`src/actc_pkg.sv`:
```
// package for the audio clock tree configuration block
// assumes a byte-wide register port driven by the control interface logic
package actc_pkg;
    // register byte addresses
    localparam logic [7:0] ADDR_SRC_A = 8'h32;
    localparam logic [7:0] ADDR_SRC_B = 8'h33;
    localparam logic [7:0] ADDR_NM_SRC = 8'h34;
    localparam logic [7:0] ADDR_PRESCALE = 8'h35;
    localparam logic [7:0] ADDR_MULT_HI = 8'h36;
    localparam logic [7:0] ADDR_FRAC_LO = 8'h37;
    localparam logic [7:0] ADDR_INT_LO = 8'h38;
    localparam logic [7:0] ADDR_N_PDM = 8'h39;
    localparam logic [7:0] ADDR_M_ADC = 8'h3a;
    localparam logic [7:0] ADDR_DAC_BH = 8'h3b;
    localparam logic [3:0] NUM_REGS = 4'ha;
    // reset values
    localparam logic [7:0] RST_SRC_A = 8'h00;
    localparam logic [7:0] RST_SRC_B = 8'h00;
    localparam logic [7:0] RST_NM_SRC = 8'h10;
    localparam logic [7:0] RST_PRESCALE = 8'h01;
    localparam logic [7:0] RST_MULT_HI = 8'h00;
    localparam logic [7:0] RST_FRAC_LO = 8'h00;
    localparam logic [7:0] RST_INT_LO = 8'h08;
    localparam logic [7:0] RST_N_PDM = 8'h20;
    localparam logic [7:0] RST_M_ADC = 8'h04;
    localparam logic [7:0] RST_DAC_BH = 8'h00;
    // writable bit masks, reserved bits read zero
    localparam logic [7:0] WMASK_SRC_A = 8'hf8;
    localparam logic [7:0] WMASK_SRC_B = 8'h70;
    localparam logic [7:0] WMASK_NM_SRC = 8'hf0;
    localparam logic [7:0] WMASK_FULL = 8'hff;
    localparam logic [7:0] WMASK_N_PDM = 8'hfc;
    localparam logic [7:0] WMASK_DAC_BH = 8'h36;
    // field positions
    localparam int PRE_SRC_LSB = 6;
    localparam int PBCLK_SRC_LSB = 3;
    localparam int SBCLK_SRC_LSB = 4;
    localparam int DIG_NM_LSB = 6;
    localparam int ANA_NM_LSB = 4;
    localparam int INT_HI_BIT = 7;
    localparam int HALVE_BIT = 6;
    localparam int FRAC_HI_LSB = 0;
    localparam int N_LSB = 5;
    localparam int PDM_LSB = 2;
    localparam int M_LSB = 2;
    localparam int ADC_MOD_LSB = 0;
    localparam int DAC_MOD_LSB = 4;
    localparam int PBDIV_HI_BIT = 2;
    localparam int SBDIV_HI_BIT = 1;
    // effective values for a zero code, and the largest valid fraction
    localparam logic [8:0] PRESCALE_ZERO_DIV = 9'h100;
    localparam logic [3:0] N_ZERO_DIV = 4'h8;
    localparam logic [6:0] M_ZERO_DIV = 7'h40;
    localparam logic [13:0] FRAC_MAX = 14'h270f;
    // clock source selector, one-hot over candidate sources
    typedef enum logic [6:0] {
        ACTC_SRC_NONE = 7'h00,
        ACTC_SRC_PBCLK = 7'h01,
        ACTC_SRC_SBCLK = 7'h02,
        ACTC_SRC_CTRL = 7'h04,
        ACTC_SRC_OSC = 7'h08,
        ACTC_SRC_LOOP = 7'h10,
        ACTC_SRC_DSP = 7'h20,
        ACTC_SRC_PBCLK_LJ = 7'h40
    } actc_src_t;
    // register port request
    typedef struct packed {
        logic wr_en;
        logic rd_en;
        logic [7:0] addr;
        logic [7:0] wdata;
    } actc_req_t;
    // decoded settings handed to the analog/clock fabric
    typedef struct packed {
        actc_src_t prescale_src;
        actc_src_t pbclk_div_src;
        actc_src_t sbclk_div_src;
        actc_src_t dig_nm_src;
        actc_src_t ana_nm_src;
        logic [8:0] prescale_div;
        logic [8:0] int_mult;
        logic [13:0] frac_mult;
        logic halve;
        logic [3:0] n_div;
        logic [4:0] density_mod_divide_value;
        logic [6:0] m_div;
        logic [2:0] adc_mod_div;
        logic [2:0] dac_mod_div;
        logic pbdiv_high;
        logic sbdiv_high;
    } actc_cfg_t;
endpackage

```
`src/actc_clock_config.sv`:
```
// clock tree configuration registers and decoded divider/source settings
// assumes a byte register port from the control interface and an auto-detect
// engine that supplies its own settings while detection is enabled
`timescale 1ns/1ps

// Overview of operation
// - prescaler source 0 primary bclk, 1 secondary, 2 controller clock, 3 oscillator
// - primary bclk divider source 0 loop,2 sec,3 ctrl,4 osc,5 dsp; others reserved
// - secondary bclk divider source 0 loop,1 pri,3 ctrl,4 osc,5 dsp; others reserved
// - digital nm source 0 primary, 1 secondary, 2 controller, 3 oscillator
// - analog nm source resets 1; 0,1 loop, 2 digital source, 3 primary low jitter
// - prescaler divides by value, zero means 256, resets to 1
// - auto detection overrides programmed prescaler, multiplier and divider values except the halving bit
// - integer multiplier nine bits, 1 to 511, zero reserved, low byte resets 8
// - halving bit set makes the loop divide its clock by two
// - density divider codes 0 to 4 give 1,2,4,8,16; 5 to 7 reserved
// - m divider in bits 7 to 2, zero means 64, resets to 1
// - adc modulator divider 0 by 1, 1 by 2, 2 by 4, 3 reserved
// - dac modulator divider bits 5 to 4, same codes, 3 reserved
// - bits 2 and 1 hold primary and secondary bclk divider high bits
module actc_clock_config (
    input wire logic clk,
    input wire logic rst_n,
    input wire actc_pkg::actc_req_t req,
    output logic [7:0] rdata,
    output logic rvalid,
    input wire logic auto_detect_en,
    input wire actc_pkg::actc_cfg_t auto_cfg,
    output actc_pkg::actc_cfg_t cfg,
    output logic frac_out_of_range,
    output logic int_mult_reserved
);
    logic [7:0] regs_reg [actc_pkg::NUM_REGS];
    actc_pkg::actc_cfg_t man_cfg;
    logic [3:0] idx;
    logic hit;

    // map an address to a register index
    function automatic logic [4:0] addr_decode(input logic [7:0] a);
        logic [4:0] r;
        r = 5'h10;
        unique case (a)
            actc_pkg::ADDR_SRC_A: r = 5'h00;
            actc_pkg::ADDR_SRC_B: r = 5'h01;
            actc_pkg::ADDR_NM_SRC: r = 5'h02;
            actc_pkg::ADDR_PRESCALE: r = 5'h03;
            actc_pkg::ADDR_MULT_HI: r = 5'h04;
            actc_pkg::ADDR_FRAC_LO: r = 5'h05;
            actc_pkg::ADDR_INT_LO: r = 5'h06;
            actc_pkg::ADDR_N_PDM: r = 5'h07;
            actc_pkg::ADDR_M_ADC: r = 5'h08;
            actc_pkg::ADDR_DAC_BH: r = 5'h09;
            default: r = 5'h10;
        endcase
        return r;
    endfunction

    // per-index writable mask
    function automatic logic [7:0] wmask(input logic [3:0] i);
        logic [7:0] m;
        m = actc_pkg::WMASK_FULL;
        unique case (i)
            4'h0: m = actc_pkg::WMASK_SRC_A;
            4'h1: m = actc_pkg::WMASK_SRC_B;
            4'h2: m = actc_pkg::WMASK_NM_SRC;
            4'h7: m = actc_pkg::WMASK_N_PDM;
            4'h9: m = actc_pkg::WMASK_DAC_BH;
            default: m = actc_pkg::WMASK_FULL;
        endcase
        return m;
    endfunction

    // per-index reset value
    function automatic logic [7:0] rst_val(input logic [3:0] i);
        logic [7:0] v;
        v = 8'h00;
        unique case (i)
            4'h0: v = actc_pkg::RST_SRC_A;
            4'h1: v = actc_pkg::RST_SRC_B;
            4'h2: v = actc_pkg::RST_NM_SRC;
            4'h3: v = actc_pkg::RST_PRESCALE;
            4'h4: v = actc_pkg::RST_MULT_HI;
            4'h5: v = actc_pkg::RST_FRAC_LO;
            4'h6: v = actc_pkg::RST_INT_LO;
            4'h7: v = actc_pkg::RST_N_PDM;
            4'h8: v = actc_pkg::RST_M_ADC;
            default: v = actc_pkg::RST_DAC_BH;
        endcase
        return v;
    endfunction

    // two-bit source code to plain clock inputs
    function automatic actc_pkg::actc_src_t four_way(input logic [1:0] c);
        actc_pkg::actc_src_t s;
        s = actc_pkg::ACTC_SRC_PBCLK;
        unique case (c)
            2'h0: s = actc_pkg::ACTC_SRC_PBCLK;
            2'h1: s = actc_pkg::ACTC_SRC_SBCLK;
            2'h2: s = actc_pkg::ACTC_SRC_CTRL;
            2'h3: s = actc_pkg::ACTC_SRC_OSC;
        endcase
        return s;
    endfunction

    // three-bit bclk divider source; own bclk code is reserved
    function automatic actc_pkg::actc_src_t bclk_src(input logic [2:0] c,
                                                     input logic primary);
        actc_pkg::actc_src_t s;
        s = actc_pkg::ACTC_SRC_NONE;
        unique case (c)
            3'h0: s = actc_pkg::ACTC_SRC_LOOP;
            3'h1: s = primary ? actc_pkg::ACTC_SRC_NONE : actc_pkg::ACTC_SRC_PBCLK;
            3'h2: s = primary ? actc_pkg::ACTC_SRC_SBCLK : actc_pkg::ACTC_SRC_NONE;
            3'h3: s = actc_pkg::ACTC_SRC_CTRL;
            3'h4: s = actc_pkg::ACTC_SRC_OSC;
            3'h5: s = actc_pkg::ACTC_SRC_DSP;
            default: s = actc_pkg::ACTC_SRC_NONE;
        endcase
        return s;
    endfunction

    // modulator divider code; zero ratio marks the idle reserved code
    function automatic logic [2:0] mod_div(input logic [1:0] c);
        logic [2:0] d;
        d = 3'h0;
        unique case (c)
            2'h0: d = 3'h1;
            2'h1: d = 3'h2;
            2'h2: d = 3'h4;
            2'h3: d = 3'h0;
        endcase
        return d;
    endfunction

    // address decode of the current request
    always_comb
    begin
        logic [4:0] d;
        d = addr_decode(req.addr);
        hit = ~d[4];
        idx = d[3:0];
    end

    // register storage; reserved bits held at zero
    generate
        for (genvar g = 0; g < actc_pkg::NUM_REGS; g++)
        begin : g_reg
            always_ff @(posedge clk or negedge rst_n)
            begin
                if (!rst_n)
                    regs_reg[g] <= rst_val(4'(g));
                else if (req.wr_en && hit && idx == 4'(g))
                    regs_reg[g] <= req.wdata & wmask(4'(g));
            end
        end
    endgenerate

    // mapped byte for a read; unmapped addresses read zero
    logic [7:0] rd_byte;
    always_comb
    begin
        rd_byte = 8'h00;
        for (int i = 0; i < int'(actc_pkg::NUM_REGS); i++)
            if (hit && idx == 4'(i))
                rd_byte = regs_reg[i];
    end

    // read data registered one cycle after the request
    always_ff @(posedge clk or negedge rst_n)
    begin
        if (!rst_n)
        begin
            rdata <= 8'h00;
            rvalid <= 1'b0;
        end
        else
        begin
            rvalid <= req.rd_en;
            if (req.rd_en)
                rdata <= rd_byte;
        end
    end

    // register bytes under the names of their roles
    logic [7:0] src_a_byte;
    logic [7:0] src_b_byte;
    logic [7:0] nm_src_byte;
    logic [7:0] prescale_byte;
    logic [7:0] mult_hi_byte;
    logic [7:0] frac_lo_byte;
    logic [7:0] int_lo_byte;
    logic [7:0] n_pdm_byte;
    logic [7:0] m_adc_byte;
    logic [7:0] dac_bh_byte;
    // decoded programmed settings, one signal per field
    actc_pkg::actc_src_t prescale_src_dec;
    actc_pkg::actc_src_t pbclk_src_dec;
    actc_pkg::actc_src_t sbclk_src_dec;
    actc_pkg::actc_src_t dig_nm_src_dec;
    actc_pkg::actc_src_t ana_nm_src_dec;
    logic [8:0] prescale_full;
    logic [8:0] n_full;
    logic [8:0] m_full;
    logic [8:0] int_mult_dec;
    logic [13:0] frac_mult_dec;
    logic halve_dec;
    logic [4:0] pdm_dec;
    logic [2:0] adc_mod_dec;
    logic [2:0] dac_mod_dec;
    logic pbdiv_high_dec;
    logic sbdiv_high_dec;
    // programming error conditions before the auto gate
    logic frac_big;
    logic int_zero;

    // zero code selects the largest ratio of a divider field
    function automatic logic [8:0] zero_is_max(input logic [7:0] v, input logic [8:0] top);
        logic [8:0] q;
        q = {1'b0, v};
        if (v == 8'h00)
            q = top;
        return q;
    endfunction

    // density divider code to ratio; zero ratio marks a reserved code
    function automatic logic [4:0] density_div(input logic [2:0] c);
        logic [4:0] d;
        d = 5'h00;
        unique case (c)
            3'h0: d = 5'h01;
            3'h1: d = 5'h02;
            3'h2: d = 5'h04;
            3'h3: d = 5'h08;
            3'h4: d = 5'h10;
            default: d = 5'h00;
        endcase
        return d;
    endfunction

    // register array seen as named bytes
    assign src_a_byte = regs_reg[0];
    assign src_b_byte = regs_reg[1];
    assign nm_src_byte = regs_reg[2];
    assign prescale_byte = regs_reg[3];
    assign mult_hi_byte = regs_reg[4];
    assign frac_lo_byte = regs_reg[5];
    assign int_lo_byte = regs_reg[6];
    assign n_pdm_byte = regs_reg[7];
    assign m_adc_byte = regs_reg[8];
    assign dac_bh_byte = regs_reg[9];

    // source selects of the loop, bit-clock dividers and n/m chain
    always_comb
    begin
        prescale_src_dec = four_way(src_a_byte[actc_pkg::PRE_SRC_LSB +: 2]);
        pbclk_src_dec = bclk_src(src_a_byte[actc_pkg::PBCLK_SRC_LSB +: 3], 1'b1);
        sbclk_src_dec = bclk_src(src_b_byte[actc_pkg::SBCLK_SRC_LSB +: 3], 1'b0);
        dig_nm_src_dec = four_way(nm_src_byte[actc_pkg::DIG_NM_LSB +: 2]);
        ana_nm_src_dec = actc_pkg::ACTC_SRC_LOOP;
        unique case (nm_src_byte[actc_pkg::ANA_NM_LSB +: 2])
            2'h0, 2'h1: ana_nm_src_dec = actc_pkg::ACTC_SRC_LOOP;
            2'h2: ana_nm_src_dec = dig_nm_src_dec;
            2'h3: ana_nm_src_dec = actc_pkg::ACTC_SRC_PBCLK_LJ;
        endcase
    end

    // divide values; a zero code picks the largest ratio
    always_comb
    begin
        prescale_full = zero_is_max(prescale_byte, actc_pkg::PRESCALE_ZERO_DIV);
        n_full = zero_is_max({5'h00, n_pdm_byte[actc_pkg::N_LSB +: 3]},
                             {5'h00, actc_pkg::N_ZERO_DIV});
        m_full = zero_is_max({2'h0, m_adc_byte[actc_pkg::M_LSB +: 6]},
                             {2'h0, actc_pkg::M_ZERO_DIV});
    end

    // loop multiplier fields joined from their high and low bytes
    always_comb
    begin
        int_mult_dec = {mult_hi_byte[actc_pkg::INT_HI_BIT], int_lo_byte};
        frac_mult_dec = {mult_hi_byte[actc_pkg::FRAC_HI_LSB +: 6], frac_lo_byte};
        halve_dec = mult_hi_byte[actc_pkg::HALVE_BIT];
    end

    // ratio codes with reserved values mapped to an idle zero ratio
    always_comb
    begin
        pdm_dec = density_div(n_pdm_byte[actc_pkg::PDM_LSB +: 3]);
        adc_mod_dec = mod_div(m_adc_byte[actc_pkg::ADC_MOD_LSB +: 2]);
        dac_mod_dec = mod_div(dac_bh_byte[actc_pkg::DAC_MOD_LSB +: 2]);
        pbdiv_high_dec = dac_bh_byte[actc_pkg::PBDIV_HI_BIT];
        sbdiv_high_dec = dac_bh_byte[actc_pkg::SBDIV_HI_BIT];
    end

    // programmed settings gathered into the carrier struct
    always_comb
    begin
        man_cfg = '0;
        man_cfg.prescale_src = prescale_src_dec;
        man_cfg.pbclk_div_src = pbclk_src_dec;
        man_cfg.sbclk_div_src = sbclk_src_dec;
        man_cfg.dig_nm_src = dig_nm_src_dec;
        man_cfg.ana_nm_src = ana_nm_src_dec;
        man_cfg.prescale_div = prescale_full;
        man_cfg.int_mult = int_mult_dec;
        man_cfg.frac_mult = frac_mult_dec;
        man_cfg.halve = halve_dec;
        man_cfg.n_div = n_full[3:0];
        man_cfg.density_mod_divide_value = pdm_dec;
        man_cfg.m_div = m_full[6:0];
        man_cfg.adc_mod_div = adc_mod_dec;
        man_cfg.dac_mod_div = dac_mod_dec;
        man_cfg.pbdiv_high = pbdiv_high_dec;
        man_cfg.sbdiv_high = sbdiv_high_dec;
    end

    // auto detection takes over values; sources and halving stay programmed
    always_comb
    begin
        cfg = man_cfg;
        if (auto_detect_en)
        begin
            cfg.prescale_div = auto_cfg.prescale_div;
            cfg.int_mult = auto_cfg.int_mult;
            cfg.frac_mult = auto_cfg.frac_mult;
            cfg.n_div = auto_cfg.n_div;
            cfg.density_mod_divide_value = auto_cfg.density_mod_divide_value;
            cfg.m_div = auto_cfg.m_div;
            cfg.adc_mod_div = auto_cfg.adc_mod_div;
            cfg.dac_mod_div = auto_cfg.dac_mod_div;
            cfg.pbdiv_high = auto_cfg.pbdiv_high;
            cfg.sbdiv_high = auto_cfg.sbdiv_high;
        end
    end

    // status flags for programming errors
    assign frac_big = man_cfg.frac_mult > actc_pkg::FRAC_MAX;
    assign int_zero = man_cfg.int_mult == 9'h000;
    assign int_mult_reserved = ~auto_detect_en && int_zero;
    assign frac_out_of_range = ~auto_detect_en && frac_big;
endmodule

```
`config.mk`:
```
export PLATFORM = sky130hd
export DESIGN_NAME = actc_clock_config
export DESIGN_NICKNAME = d
export VERILOG_FILES = /design/src/actc_pkg.sv /design/src/actc_clock_config.sv
export SDC_FILE = /design/constraint.sdc
export NUM_CORES = 1
export LEC_CHECK = 0
export BUFFER_PORTS_ARGS = -buffer_cell sky130_fd_sc_hd__buf_4
export CORE_ASPECT_RATIO = 0.9
export CORE_MARGIN = 1
export CORE_UTILIZATION = 26
export CTS_BUF_LIST = sky130_fd_sc_hd__clkbuf_16
export DETAILED_ROUTE_END_ITERATION = 16
export GPL_ROUTABILITY_DRIVEN = 0
export MAX_ROUTING_LAYER = met4
export PLACE_DENSITY = 0.5
export SLEW_MARGIN = 20
export SYNTH_ARGS = -nofsm -noshare
export SYNTH_HDL_FRONTEND = slang
export SYNTH_SLANG_ARGS = --single-unit
```
`constraint.sdc`:
```
create_clock -name clk -period 1.39 [get_ports clk]
set_input_delay 0.139 -clock clk [delete_from_list [all_inputs] [get_ports clk]]
set_output_delay 0.139 -clock clk [all_outputs]
set_load 0.05 [all_outputs]
```
==> impl_metrics.env <==
export IMPL_worstSetupEndpointType="output pin"
export IMPL_antenna_found_initial=0
export IMPL_vias=4461
export IMPL_crit_arrival_ns=1.71
export IMPL_clock_sink_count=71
export IMPL_crit_chain="or4_4 > nor4_4 > buf_6"
export IMPL_dieArea_sq_um=17800
export IMPL_antenna_left=0
export IMPL_ys_types=58
export IMPL_grt_usage_pct=19.7
export IMPL_postSynthCellCount=416
export IMPL_via_per_inst=4.92
export IMPL_rsz0062_at_grt="true"
export IMPL_busiest_layer="met2"
export IMPL_power_leakage_nw=3.89
export IMPL_synth_top_family_by_area="multiplexers"
export IMPL_synth_seq_cells=71
export IMPL_slowest_stage="or4_4"
export IMPL_yosysTopAreaCell="dfrtp_1"
export IMPL_combPwrFrac_pct=32.5
export IMPL_p_switching_mw=2.18
export IMPL_skew_ns=0.00941
export IMPL_nFillCells=1540
export IMPL_drt_pass1_iterations=4
export IMPL_grt_max_degree=72
export IMPL_hold_slack_ns=0.0871
export IMPL_avgRoutedWirePerCell_um=18.7
export IMPL_yosys_warnings=0
export IMPL_hpwl_mm=12.2
export IMPL_critPathMaxStageDelay_ns=0.53
export IMPL_cts_buffer_depth=2
export IMPL_cts_tree="built"
export IMPL_register_area_sq_um=1810
export IMPL_finalHoldViolCount=0
export IMPL_die_w_um=140
export IMPL_synth_async_sr_flop_share_pct=100
export IMPL_fp_dieH_um=127
export IMPL_num_io_pins=216
export IMPL_clock_latency_ns=0.34
export IMPL_seqPwrFrac_pct=34.0
export IMPL_drive_gt1_share_pct=72.7
export IMPL_layout_commonest_cell="buf_4"
export IMPL_finalWorstSetupSlack_ns=-0.459
export IMPL_seq_area_frac_synth_pct=39.8
export IMPL_hp_class="input pin to flop"
export IMPL_pre_cts_ws_ns=-0.293
export IMPL_grt_overflow_total=0
export IMPL_num_antenna_cells=0
export IMPL_synth_simple_area_share_pct=16.4
export IMPL_swShare_pct=32.4
export IMPL_peakVddDrop_uv=560
export IMPL_r2r_slack_ns=-0.07
export IMPL_cp_start_kind="flop"
export IMPL_use_met3_pct=3.28
export IMPL_synth_xor_area_share_pct=0
export IMPL_synthAdderAreaFrac_pct=0
export IMPL_slew_violations=0
export IMPL_instances_no_fill=906
export IMPL_start_util_pct=26.5
export IMPL_dpl_cell_count=852
export IMPL_status="complete, but fails checks"
export IMPL_setup_viol=36
export IMPL_h_tree_depth=3
export IMPL_drtIter0Drc=245
export IMPL_clkTransAtPathRegs_ns=0.06
export IMPL_coreArea_sq_um=16900
export IMPL_drc=0
export IMPL_clockRootBuffer="clkbuf_16"
export IMPL_grt_pass1_vias=4513
export IMPL_yosys_most_used_dff="dfrtp_1"
export IMPL_muxShareOfSynthArea_pct=29.1
export IMPL_multi_input_area_sq_um=3100
export IMPL_wirelength_mm=17.0
export IMPL_synth_top_cell_area_share_pct=36.8
export IMPL_grt_met2_usage_pct=29.9
export IMPL_area_growth_pct=81.8
export IMPL_synth_edf_count=0
export IMPL_grt_pass1_wl_mm=26.0
export IMPL_portBuffers=168
export IMPL_fmax_mhz=541
export IMPL_path_max_fanout=2
export IMPL_cap_violations=0
export IMPL_layout_common_cells="191 x buf_4, 72 x mux2_2, 67 x buf_6"
export IMPL_synth_compound_area_share_pct=9.99
export IMPL_period_needed_ns=1.85
export IMPL_row_count=45
export IMPL_fin_nets=803
export IMPL_p_clk_share_pct=33.4
export IMPL_p_int_mw=4.55
export IMPL_timing_final_crit_share_pct=133
export IMPL_crit_type="flop to output pin"
export IMPL_violations="setup timing"
export IMPL_cp_data_required_time_ns=1.25
export IMPL_synth_area_leaders="dfrtp_1 37%, mux2_2 27%, dfstp_2 2.9%"
export IMPL_avgSynthCellArea_sq_um=10.8
export IMPL_use_met1_pct=27.9
export IMPL_powerDensity_nw_per_um2=825
export IMPL_cts_buffers=9
export IMPL_syn_cell_area_sq_um=4480
-- flip-flops by register name, indices dropped and copies added, names as in the netlist --
name and flops:
int_lo_byte 8, src_b_byte 3, rdata 8, n_pdm_byte 6, frac_lo_byte 8, m_adc_byte 8, src_a_byte 5, mult_hi_byte 8
dac_bh_byte 4, rvalid 1, nm_src_byte 4, prescale_byte 8
-- cell type report --
cell class              instances  share of cell area, %
clock inverters                 7                  0.783
flip-flops and latches         71                   22.2
clock buffers                   9                   2.76
inverters                       5                  0.230
repair buffers                289                   32.7
well taps                     211                   3.24
multi-input cells             314                   38.1
-- power by group through the flow --
stage,clock network [mW],registers [mW],logic (mW)
after global routing,2.38,2.31,2.30
after floorplan,0,2.31,1.21
after CTS,2.29,2.28,2.07
after detailed placement,0,2.31,1.82
after global placement,0,2.30,1.80
final,2.25,2.29,2.19
-- what timing repair did --
action | in CTS | in global routing
hold buffers | 1 | 0
setup endpoints to repair | 61 | 73
pin swaps | 14 | 23
gates resized for setup | 144 | 86
hold endpoints to repair | 66 | 0
setup buffers | 28 | 22
-- critical path: cells and delay by family, from the launching register on --
| kind | cells | cell delay [ns] |
|---|---|---|
| simple gates | 2 | 0.79 |
| flops | 1 | 0.39 |
| buf+inv | 1 | 0.20 |
-- worst paths after layout --
path | endpoint | start | cells past startpoint
worst max register to register | rdata[6]$_DFFE_PN0P_ | prescale_byte[6]$_DFFE_PN0P_ | 5
min in group asynchronous | src_a_byte[4]$_DFFE_PN0P_ | rst_n | 3
worst min register to register | rdata[1]$_DFFE_PN0P_ | rdata[1]$_DFFE_PN0P_ | 2
worst max-delay path | int_mult_reserved | int_lo_byte[1]$_DFFE_PN0P_ | 3
worst min-delay path | int_lo_byte[0]$_DFFE_PN0P_ | req[0] | 2
max in group asynchronous | prescale_byte[0]$_DFFE_PN1P_ | rst_n | 3
-- synthesized netlist by cell type, drive strengths merged, types with 5 or more instances --
master	n
mux2	108
a21oi	6
nor3b	9
nand2	26
o21ai	13
mux2i	9
nor4	11
nor2	25
nand2b	6
nor2b	11
dfstp	5
buf	18
dfrtp	66
nand3	9
clkbuf	18
nor3	6
-- kinds of logic (layout without fill, tap and decap cells) --
kind of cell           Yosys count  in the layout
buffers and inverters           41            310
and+or+nand+nor                125            125
muxes                          117            117
DFF                             71             71
other                            1             11
AOI/OAI and AO/OA               61             61
-- layer usage --
metal	up-vias	wire length [um]
met1	2200	8190
met3	14	848
li1	2083	-
met4	0	112
met2	164	7830
met5	-	0
-- per-stage QoR --
stage | total power [mW] | utilization (%) | area [sq um] | TNS (ns)
3_3_place_gp | 4.11 | 39.9 | 6740 | -12.92
6_report | 6.73 | 48.3 | 8150 | -2.80
4_1_cts | 6.64 | 45.9 | 7750 | -2.89
5_1_grt | 6.99 | 48.3 | 8150 | -4.81
3_5_place_dp | 4.13 | 39.9 | 6740 | -14.36
2_1_floorplan | 3.52 | - | 4750 | -6.75
(Power assumes the default switching activity.)
